## src/dtf_pkg.sv

```systemverilog
// Constants, codes and timing for the drive trip fault manager.
// Assumes a single 250 MHz core clock and an asynchronous active-low reset.
package dtf_pkg;
  localparam int unsigned CLK_MHZ          = 250;
  localparam int unsigned SELFTEST_MS      = 1000;
  localparam int unsigned CLEAR_HOLD_MS    = 3000;
  localparam int unsigned SELFTEST_CYCLES  = SELFTEST_MS * 1000 * CLK_MHZ;
  localparam int unsigned CLEAR_CYCLES     = CLEAR_HOLD_MS * 1000 * CLK_MHZ;
  localparam int unsigned CNT_W            = 30;
  localparam int unsigned BUS_W            = 12;
  localparam int unsigned PCT_FULL         = 100;
  localparam int unsigned PCT_BYPASS       = 90;
  localparam int unsigned HIST_DEPTH       = 3;
  localparam int unsigned IDX_W            = 2;

  typedef enum logic [3:0] {
    DTF_CODE_NONE  = 4'h0,
    DTF_CODE_HV    = 4'h1,
    DTF_CODE_LV    = 4'h2,
    DTF_CODE_OC_A  = 4'h3,
    DTF_CODE_OC_D  = 4'h4,
    DTF_CODE_OC_G  = 4'h5,
    DTF_CODE_OC    = 4'h6,
    DTF_CODE_OL    = 4'h7,
    DTF_CODE_ARM   = 4'h8
  } dtf_code_type;

  localparam logic [3:0] DISP_SHOW_CODE  = 4'h1;
  localparam logic [3:0] DISP_SHOW_SELF  = 4'h2;
  localparam logic [3:0] DISP_SHOW_ZERO  = 4'h3;
  localparam logic [3:0] DISP_SHOW_HIST  = 4'h4;
  localparam logic [3:0] DISP_SHOW_RUN   = 4'h0;

  typedef enum logic [4:0] {
    DTF_ST_TEST  = 5'h01,
    DTF_ST_FAIL  = 5'h02,
    DTF_ST_STOP  = 5'h04,
    DTF_ST_RUN   = 5'h08,
    DTF_ST_TRIP  = 5'h10
  } dtf_state_type;
endpackage

```

## src/dtf_trip_manager.sv

```systemverilog
// Trip detection, fault history, self-test timing and relay sequencing.
// Assumes keys and current, overload and leakage flags are asynchronous pins; bus-level and accel/decel flags and bus voltage arrive in-clock.
`timescale 1ns/100ps
module dtf_trip_manager #(
  parameter int unsigned SELFTEST_CYCLES = dtf_pkg::SELFTEST_CYCLES,
  parameter int unsigned CLEAR_CYCLES    = dtf_pkg::CLEAR_CYCLES
) (
  input  wire logic                      core_clk_in,
  input  wire logic                      reset_n_in,
  input  wire logic [dtf_pkg::BUS_W-1:0] bus_voltage_in,
  input  wire logic [dtf_pkg::BUS_W-1:0] bus_rated_in,
  input  wire logic                      selftest_pass_in,
  input  wire logic [7:0]                selftest_code_in,
  input  wire logic                      high_bus_in,
  input  wire logic                      low_bus_in,
  input  wire logic                      accelerating_in,
  input  wire logic                      decelerating_in,
  input  wire logic                      output_overcurrent_in,
  input  wire logic                      output_overload_in,
  input  wire logic                      leakage_fault_in,
  input  wire logic                      bus_current_fault_in,
  input  wire logic                      start_key_in,
  input  wire logic                      stop_key_in,
  input  wire logic                      monitor_key_in,
  input  wire logic                      up_key_in,
  input  wire logic                      down_key_in,
  input  wire logic                      program_enable_jumper_position_in,
  input  wire logic                      config_write_in,
  output logic                           precharge_bypass_relay_out,
  output logic                           fault_relay_out,
  output logic                           drive_enable_out,
  output logic                           ready_out,
  output logic                           config_write_ok_out,
  output logic [3:0]                     display_mode_out,
  output logic [3:0]                     display_code_out,
  output logic [7:0]                     two_digit_code_out,
  output logic [dtf_pkg::IDX_W-1:0]      history_index_out
);
  localparam int unsigned NSYNC = 12;

  // Three-stage synchronisers; second and third must agree
  logic [NSYNC-1:0] s1_reg;
  logic [NSYNC-1:0] s2_reg;
  logic [NSYNC-1:0] s3_reg;
  logic [NSYNC-1:0] clean_reg;
  logic [NSYNC-1:0] clean_next;
  logic [NSYNC-1:0] raw;

  assign raw = {config_write_in, program_enable_jumper_position_in, down_key_in, up_key_in,
                monitor_key_in, stop_key_in, start_key_in, bus_current_fault_in,
                leakage_fault_in, output_overload_in, output_overcurrent_in, selftest_pass_in};

  genvar g;
  generate
    for (g = 0; g < NSYNC; g++) begin : g_sync
      always_comb begin
        clean_next[g] = (s2_reg[g] == s3_reg[g]) ? s3_reg[g] : clean_reg[g];
      end
    end
  endgenerate

  always_ff @(posedge core_clk_in or negedge reset_n_in) begin
    if (!reset_n_in) begin
      s1_reg    <= '0;
      s2_reg    <= '0;
      s3_reg    <= '0;
      clean_reg <= '0;
    end else begin
      s1_reg    <= raw;
      s2_reg    <= s1_reg;
      s3_reg    <= s2_reg;
      clean_reg <= clean_next;
    end
  end

  logic st_pass;
  logic f_oc;
  logic f_ol;
  logic f_leak;
  logic f_arm;
  logic k_start;
  logic k_stop;
  logic k_mon;
  logic k_up;
  logic k_down;
  logic jumper;
  logic cfg_wr;
  assign {cfg_wr, jumper, k_down, k_up, k_mon, k_stop, k_start, f_arm, f_leak, f_ol, f_oc, st_pass} = clean_reg;

  // Previous key levels for edge detection, taken by name so no bit position can slip
  logic p_start_reg;
  logic p_stop_reg;
  logic p_mon_reg;
  logic p_up_reg;
  logic p_down_reg;
  always_ff @(posedge core_clk_in or negedge reset_n_in) begin
    if (!reset_n_in) begin
      p_start_reg <= 1'b0;
      p_stop_reg  <= 1'b0;
      p_mon_reg   <= 1'b0;
      p_up_reg    <= 1'b0;
      p_down_reg  <= 1'b0;
    end else begin
      p_start_reg <= k_start;
      p_stop_reg  <= k_stop;
      p_mon_reg   <= k_mon;
      p_up_reg    <= k_up;
      p_down_reg  <= k_down;
    end
  end

  logic start_rise;
  logic stop_rise;
  logic stop_fall;
  logic mon_rise;
  logic up_rise;
  logic down_rise;
  assign start_rise = k_start & ~p_start_reg;
  assign stop_rise  = k_stop & ~p_stop_reg;
  assign stop_fall  = ~k_stop & p_stop_reg;
  assign mon_rise   = k_mon & ~p_mon_reg;
  assign up_rise    = k_up & ~p_up_reg;
  assign down_rise  = k_down & ~p_down_reg;

  // Fault encoder in priority order
  function automatic dtf_pkg::dtf_code_type fault_code(input logic hv, input logic lv, input logic oc,
                                                       input logic ol, input logic leak, input logic arm,
                                                       input logic acc, input logic dec);
    dtf_pkg::dtf_code_type c;
    c = dtf_pkg::DTF_CODE_NONE;
    if (leak) c = dtf_pkg::DTF_CODE_OC_G;
    else if (arm) c = dtf_pkg::DTF_CODE_ARM;
    else if (oc && acc) c = dtf_pkg::DTF_CODE_OC_A;
    else if (oc && dec) c = dtf_pkg::DTF_CODE_OC_D;
    else if (oc) c = dtf_pkg::DTF_CODE_OC;
    else if (ol) c = dtf_pkg::DTF_CODE_OL;
    else if (hv) c = dtf_pkg::DTF_CODE_HV;
    else if (lv) c = dtf_pkg::DTF_CODE_LV;
    return c;
  endfunction

  // Bus-level comparator flags come from same-clock logic
  dtf_pkg::dtf_code_type cur_code;
  assign cur_code = fault_code(high_bus_in, low_bus_in, f_oc, f_ol, f_leak, f_arm,
                               accelerating_in, decelerating_in);
  logic fault_active;
  assign fault_active = (cur_code != dtf_pkg::DTF_CODE_NONE);

  dtf_pkg::dtf_state_type state_reg;
  dtf_pkg::dtf_state_type state_next;
  logic [dtf_pkg::CNT_W-1:0] cnt_reg;
  logic [dtf_pkg::CNT_W-1:0] cnt_next;
  logic [3:0] hist_reg [dtf_pkg::HIST_DEPTH];
  logic [3:0] hist_next [dtf_pkg::HIST_DEPTH];
  logic [3:0] first_reg;
  logic [3:0] first_next;
  logic [dtf_pkg::IDX_W-1:0] idx_reg;
  logic [dtf_pkg::IDX_W-1:0] idx_next;
  logic view_reg;
  logic view_next;
  logic cleared_reg;
  logic cleared_next;
  logic relay_reg;
  logic relay_next;
  logic [7:0] two_reg;
  logic [7:0] two_next;
  logic [3:0] mode_reg;
  logic [3:0] mode_next;
  logic [3:0] dcode_reg;
  logic [3:0] dcode_next;
  logic cfg_ok_reg;
  logic cfg_ok_next;
  logic [dtf_pkg::BUS_W+7:0] v_scaled;
  logic [dtf_pkg::BUS_W+7:0] r_scaled;

  assign v_scaled = (dtf_pkg::BUS_W+8)'(bus_voltage_in) * (dtf_pkg::BUS_W+8)'(dtf_pkg::PCT_FULL);
  assign r_scaled = (dtf_pkg::BUS_W+8)'(bus_rated_in) * (dtf_pkg::BUS_W+8)'(dtf_pkg::PCT_BYPASS);

  always_comb begin
    state_next   = state_reg;
    cnt_next     = cnt_reg;
    hist_next    = hist_reg;
    first_next   = first_reg;
    idx_next     = idx_reg;
    view_next    = view_reg;
    cleared_next = cleared_reg;
    relay_next   = relay_reg | (v_scaled >= r_scaled);
    two_next     = two_reg;
    case (state_reg)
      dtf_pkg::DTF_ST_TEST: begin
        cnt_next = cnt_reg + 1'b1;
        if (cnt_reg >= (dtf_pkg::CNT_W)'(SELFTEST_CYCLES - 1)) begin
          cnt_next = '0;
          if (st_pass) state_next = dtf_pkg::DTF_ST_STOP;
          else begin
            state_next = dtf_pkg::DTF_ST_FAIL;
            two_next   = selftest_code_in;
          end
        end
      end
      dtf_pkg::DTF_ST_FAIL: state_next = dtf_pkg::DTF_ST_FAIL;
      dtf_pkg::DTF_ST_STOP: begin
        if (fault_active) state_next = dtf_pkg::DTF_ST_TRIP;
        else if (start_rise) begin
          state_next = dtf_pkg::DTF_ST_RUN;
          view_next  = 1'b0;
        end else if (mon_rise) begin
          view_next = 1'b1;
          idx_next  = '0;
        end else if (view_reg && up_rise && idx_reg != '0) idx_next = idx_reg - 1'b1;
        else if (view_reg && down_rise && idx_reg != (dtf_pkg::IDX_W)'(dtf_pkg::HIST_DEPTH - 1))
          idx_next = idx_reg + 1'b1;
      end
      dtf_pkg::DTF_ST_RUN: begin
        if (fault_active) state_next = dtf_pkg::DTF_ST_TRIP;
        else if (stop_rise) state_next = dtf_pkg::DTF_ST_STOP;
      end
      dtf_pkg::DTF_ST_TRIP: begin
        if (state_reg != state_next) cnt_next = '0;
        if (k_stop && !cleared_reg) begin
          cnt_next = cnt_reg + 1'b1;
          if (cnt_reg >= (dtf_pkg::CNT_W)'(CLEAR_CYCLES - 1)) begin
            cleared_next = 1'b1;
            for (int i = 0; i < dtf_pkg::HIST_DEPTH; i++) hist_next[i] = dtf_pkg::DTF_CODE_NONE;
          end
        end else cnt_next = '0;
        if (stop_fall && !fault_active) begin
          state_next   = dtf_pkg::DTF_ST_STOP;
          cleared_next = 1'b0;
          first_next   = dtf_pkg::DTF_CODE_NONE;
        end
      end
      default: state_next = dtf_pkg::DTF_ST_TEST;
    endcase
    if ((state_reg == dtf_pkg::DTF_ST_STOP || state_reg == dtf_pkg::DTF_ST_RUN) && fault_active) begin
      first_next = cur_code;
      cnt_next   = '0;
      hist_next[0] = cur_code;
      for (int i = 1; i < dtf_pkg::HIST_DEPTH; i++) hist_next[i] = hist_reg[i-1];
    end
    // Judged on the next state so a grant never overlaps run or trip
    cfg_ok_next  = cfg_wr & jumper & (state_next == dtf_pkg::DTF_ST_STOP);
    case (state_next)
      dtf_pkg::DTF_ST_FAIL: begin
        mode_next  = dtf_pkg::DISP_SHOW_SELF;
        dcode_next = dtf_pkg::DTF_CODE_NONE;
      end
      dtf_pkg::DTF_ST_TRIP: begin
        mode_next  = cleared_next ? dtf_pkg::DISP_SHOW_ZERO : dtf_pkg::DISP_SHOW_CODE;
        dcode_next = cleared_next ? dtf_pkg::DTF_CODE_NONE : first_next;
      end
      dtf_pkg::DTF_ST_STOP: begin
        mode_next  = view_next ? dtf_pkg::DISP_SHOW_HIST : dtf_pkg::DISP_SHOW_RUN;
        dcode_next = view_next ? hist_next[idx_next] : dtf_pkg::DTF_CODE_NONE;
      end
      default: begin
        mode_next  = dtf_pkg::DISP_SHOW_RUN;
        dcode_next = dtf_pkg::DTF_CODE_NONE;
      end
    endcase
  end

  always_ff @(posedge core_clk_in or negedge reset_n_in) begin
    if (!reset_n_in) begin
      state_reg   <= dtf_pkg::DTF_ST_TEST;
      cnt_reg     <= '0;
      for (int i = 0; i < dtf_pkg::HIST_DEPTH; i++) hist_reg[i] <= dtf_pkg::DTF_CODE_NONE;
      first_reg   <= dtf_pkg::DTF_CODE_NONE;
      idx_reg     <= '0;
      view_reg    <= 1'b0;
      cleared_reg <= 1'b0;
      relay_reg   <= 1'b0;
      two_reg     <= 8'h00;
      mode_reg    <= dtf_pkg::DISP_SHOW_RUN;
      dcode_reg   <= dtf_pkg::DTF_CODE_NONE;
      cfg_ok_reg  <= 1'b0;
    end else begin
      state_reg   <= state_next;
      cnt_reg     <= cnt_next;
      hist_reg    <= hist_next;
      first_reg   <= first_next;
      idx_reg     <= idx_next;
      view_reg    <= view_next;
      cleared_reg <= cleared_next;
      relay_reg   <= relay_next;
      two_reg     <= two_next;
      mode_reg    <= mode_next;
      dcode_reg   <= dcode_next;
      cfg_ok_reg  <= cfg_ok_next;
    end
  end

  // Output flops
  logic fault_q;
  logic drive_q;
  logic ready_q;
  always_ff @(posedge core_clk_in or negedge reset_n_in) begin
    if (!reset_n_in) begin
      fault_q <= 1'b0;
      drive_q <= 1'b0;
      ready_q <= 1'b0;
    end else begin
      fault_q <= (state_next == dtf_pkg::DTF_ST_TRIP);
      drive_q <= (state_next == dtf_pkg::DTF_ST_RUN);
      ready_q <= (state_next == dtf_pkg::DTF_ST_STOP) || (state_next == dtf_pkg::DTF_ST_RUN);
    end
  end

  assign precharge_bypass_relay_out = relay_reg;
  assign fault_relay_out            = fault_q;
  assign drive_enable_out           = drive_q;
  assign ready_out                  = ready_q;
  assign config_write_ok_out        = cfg_ok_reg;
  assign display_mode_out           = mode_reg;
  assign display_code_out           = dcode_reg;
  assign two_digit_code_out         = two_reg;
  assign history_index_out          = idx_reg;
endmodule

```

## config.mk

```make
export PLATFORM = sky130hd
export DESIGN_NAME = dtf_trip_manager
export DESIGN_NICKNAME = d
export VERILOG_FILES = /design/src/dtf_pkg.sv /design/src/dtf_trip_manager.sv
export SDC_FILE = /design/constraint.sdc
export NUM_CORES = 1
export LEC_CHECK = 0
export ABC_AREA = 0
export CORE_MARGIN = 10
export CORE_UTILIZATION = 45
export DETAILED_ROUTE_END_ITERATION = 7
export DONT_BUFFER_PORTS = 1
export GPL_ROUTABILITY_DRIVEN = 1
export SLEW_MARGIN = 20
export SYNTH_ARGS = -nofsm -noshare
export SYNTH_HDL_FRONTEND = slang
export SYNTH_SLANG_ARGS = --single-unit
```

## constraint.sdc

```tcl
create_clock -name core_clk_in -period 3.2 [get_ports core_clk_in]
set_input_delay 0.16 -clock core_clk_in [delete_from_list [all_inputs] [get_ports core_clk_in]]
set_output_delay 0.16 -clock core_clk_in [all_outputs]
set_load 0.03 [all_outputs]
```

==> flow_summary_export.csv <==
group,metric,value,unit
synthesis,syn_nets,1022,
global_routing,first_global_vias,6589,
cts,clock_path_buffers,2,
global_routing,grt_max_degree,129,
pwr,seqPwrFrac,0.301,
pwr,totalPowerFinal,5.65,mW
placement,pre_cts_slack,-0.615,ns
global_routing,antenna_found_initial,0,
worst_setup_path,cp-end-kind,"flop",
outcome,violations,"setup timing",
run,maxCapViolations,0,
pwr,p_int,3.91,mW
final_layout,num_antenna_cells,0,
pwr,comb_power_share,0.349,
cts,cts_made_buffers,17,
final_layout,largest_reg_flops,30,
synthesis,synth_area_leader_cell,"dfrtp_1",
cts,cts_tree,"done",
routing,routed_wl,18.6,mm
placement,placed_area,9110,um2
timing,finClkSkew,0.00957,ns
timing,fin_hold_ws,0.158,ns
routing,vias_per_cell,5.40,
placement,port_buffers,0,
final_layout,layout.cells.non_filler,1172,
synthesis,synthArstFlopShare,1.00,
routing,vias,6323,
timing,tightestPinTransition,0.653,ns
synthesis,synth_area,8360,um2
die,io-pin-count,73,
timing,hold_viol,0,
synthesis,syn_inst,854,
die,fp-row-count,49,
timing,final-setup-viol-count,1,
pwr,p_sw,1.74,mW
timing,max_slew_margin,0.562,
global_routing,grt_usage,0.158,
routing,drc,0,
die,initial_utilization,0.461,
timing,drv_slew,0,
synthesis,synth_cell_type_count,69,
final_layout,fillers,1566,
placement,routabilityCongestion,0.927,
synthesis,synth_area_per_cell,9.79,um2
worst_setup_path,cp.arrival,3.59,ns
timing,max_freq,303,MHz
timing,period_minus_slack,3.30,ns
cts,cts_root_buffer,"clkbuf_16",
outcome,outcome,"finished, violations left",
global_routing,grt_pass1_wl,31.6,mm
die,die_y,156,um
cts,insertion_delay,0.42,ns
synthesis,yosysSeqAreaShare,0.383,
timing,setup_tns,-0.0984,ns
routing,drtIter0Drc,375,
routing,dr.pass1.iters,5,
final_layout,fin_nets,1099,
final_layout,multi_input_area,4820,um2
pwr,p_leak,4.83,nW
pwr,p_per_area,566,nW/um2
placement,dp_cells,1118,
synthesis,ys_warn_count,0,
pwr,p_sw_frac,0.308,
placement,hpwl,14.4,mm
die,dieArea,24400,um2
timing,rsz0062_at_grt,"true",
final_layout,drive_above_1_share,0.147,
synthesis,synth_top_area_share,0.380,
cts,htreeDepth,4,
die,coreArea,18100,um2
cts,clock-sinks,128,
worst_setup_path,path_class,"input port to flop",
worst_setup_path,r2r_cells,9,
global_routing,overflow,0,
routing,wire_per_inst,15.9,um
final_layout,finalInstanceArea,9990,um2
synthesis,synth-seq-cells,128,
worst_setup_path,worst_ep_required_time,3.49,ns
final_layout,final_util,0.550,
synthesis,synth-edff-count,0,
routing,drtAntennaViolNets,0,
synthesis,synth-main-ff-cell,"dfrtp_1",
synthesis,netlist_top_cells_area,"dfrtp_1, ha_1, fa_1, inv_1, xnor2_1",
timing,setup_ws,-0.0984,ns
pwr,clkPwrFrac,0.351,
min_path,min_path_type,"input port to flop",
timing,fin_crit_sh,1.03,
pwr,vdd_drop_max,340,uV
cts,path_clk_slew,0.06,ns
worst_setup_path,cp-start-kind,"input port",
worst_setup_path,critPathMaxFanout,3,
min_path,holdPathStages,5,
die,die_x,156,um
final_layout,seqCellArea,3200,um2
final_layout,syn_to_final_growth,19.4,%
==> layer usage <==
metal  part of all wire  track usage  wire (um)
met5                  0            0          0
met2               0.48        0.260       8970
met4              0.014       0.0530        261
met1               0.45        0.196       8420
met3              0.051       0.0433        949
==> kinds of logic after synthesis <==
logic type / Yosys count / share of synthesized area
xor gates and xnor gates: 37 / 0.0387
adders and majority gates: 130 / 0.213
other: 1 / 0.000448
and+or+nand+nor: 261 / 0.165
DFF: 128 / 0.383
buffers and inverters: 130 / 0.0613
AOI/OAI and AO/OA: 158 / 0.126
muxes: 9 / 0.0121
==> Yosys cell counts (12+ instances only) <==
library cell	n
dfrtp_1	127
inv_1	109
ha_1	93
nand2_1	52
nor2_1	49
o21ai_0	38
nand3_1	34
a21oi_1	31
fa_1	25
xnor2_1	25
nor3_1	21
a21o_1	20
and3_1	19
or3_1	18
maj3_1	12
nand2b_1	12
xor2_1	12
==> cell type report <==
class,instances,share of cell area
Sequential cell,128,0.321
Timing Repair Buffer,79,0.0666
Clock buffer,17,0.0426
Multi-Input combinational cell,596,0.482
Tap cell,229,0.0287
Inverter,109,0.0410
Clock inverter,14,0.0179
==> cells in the final DEF (no fill, tap or decap), types with 17 or more instances in the layout <==
master	instances
dfrtp_1	127
inv_1	102
ha_1	81
buf_4	57
nand2_1	52
nor2_1	49
nand3_1	34
o21ai_0	33
a21oi_1	29
xnor2_1	25
fa_1	24
nor3_1	21
dlygate4sd3_1	21
a21o_1	20
and3_1	19
or3_1	18
clkbuf_16	17
==> power groups by stage <==
| stage | Combinational, mW | Clock, mW | Sequential (mW) |
|---|---|---|---|
| 4_1_cts | 1.99 | 2.04 | 1.70 |
| 3_3_place_gp | 1.83 | 0 | 1.72 |
| 5_1_grt | 2.26 | 2.10 | 1.70 |
| 6_report | 1.97 | 1.98 | 1.70 |
| 3_5_place_dp | 1.88 | 0 | 1.73 |
| 2_1_floorplan | 1.34 | 0 | 1.71 |
==> worst paths after layout <==
| path | slack, ns | endpoint | start |
|---|---|---|---|
| setup / recovery | -0.1 | precharge_bypass_relay_out$_DFF_PN0_ | bus_rated_in[5] |
| hold / removal | 0.16 | view_reg$_DFF_PN0_ | high_bus_in |
| setup reg to reg | 0.49 | display_code_out[3]$_DFF_PN0_ | history_index_out[1]$_DFF_PN0_ |
| hold reg to reg | 0.35 | s2_reg[3]$_DFF_PN0_ | s1_reg[3]$_DFF_PN0_ |
| max in group asynchronous | 2.39 | two_digit_code_out[1]$_DFFE_PN0P_ | reset_n_in |
| min in group asynchronous | 0.37 | s2_reg[8]$_DFF_PN0_ | reset_n_in |
==> worst max-delay path: stages <==
cell,delay [ns]
ha_1,0.27
inv_2,0.05
fa_1,0.51
fa_1,0.53
inv_1,0.05
ha_1,0.22
or3_1,0.34
o221ai_2,0.20
o21ai_2,0.08
nor2_1,0.11
xor2_1,0.20
ha_1,0.27
o21a_1,0.12
o21ai_2,0.14
nor2_1,0.05
a211oi_1,0.20
o21ai_1,0.09
==> repair_timing <==
action,CTS,global route
hold buffers,22,0
endpoints found under the setup margin,1,1
gates resized for setup,3,2
buffers inserted,1,0
endpoints found under the hold margin,148,0
pin swaps,4,0
(Power assumes the default switching activity.)
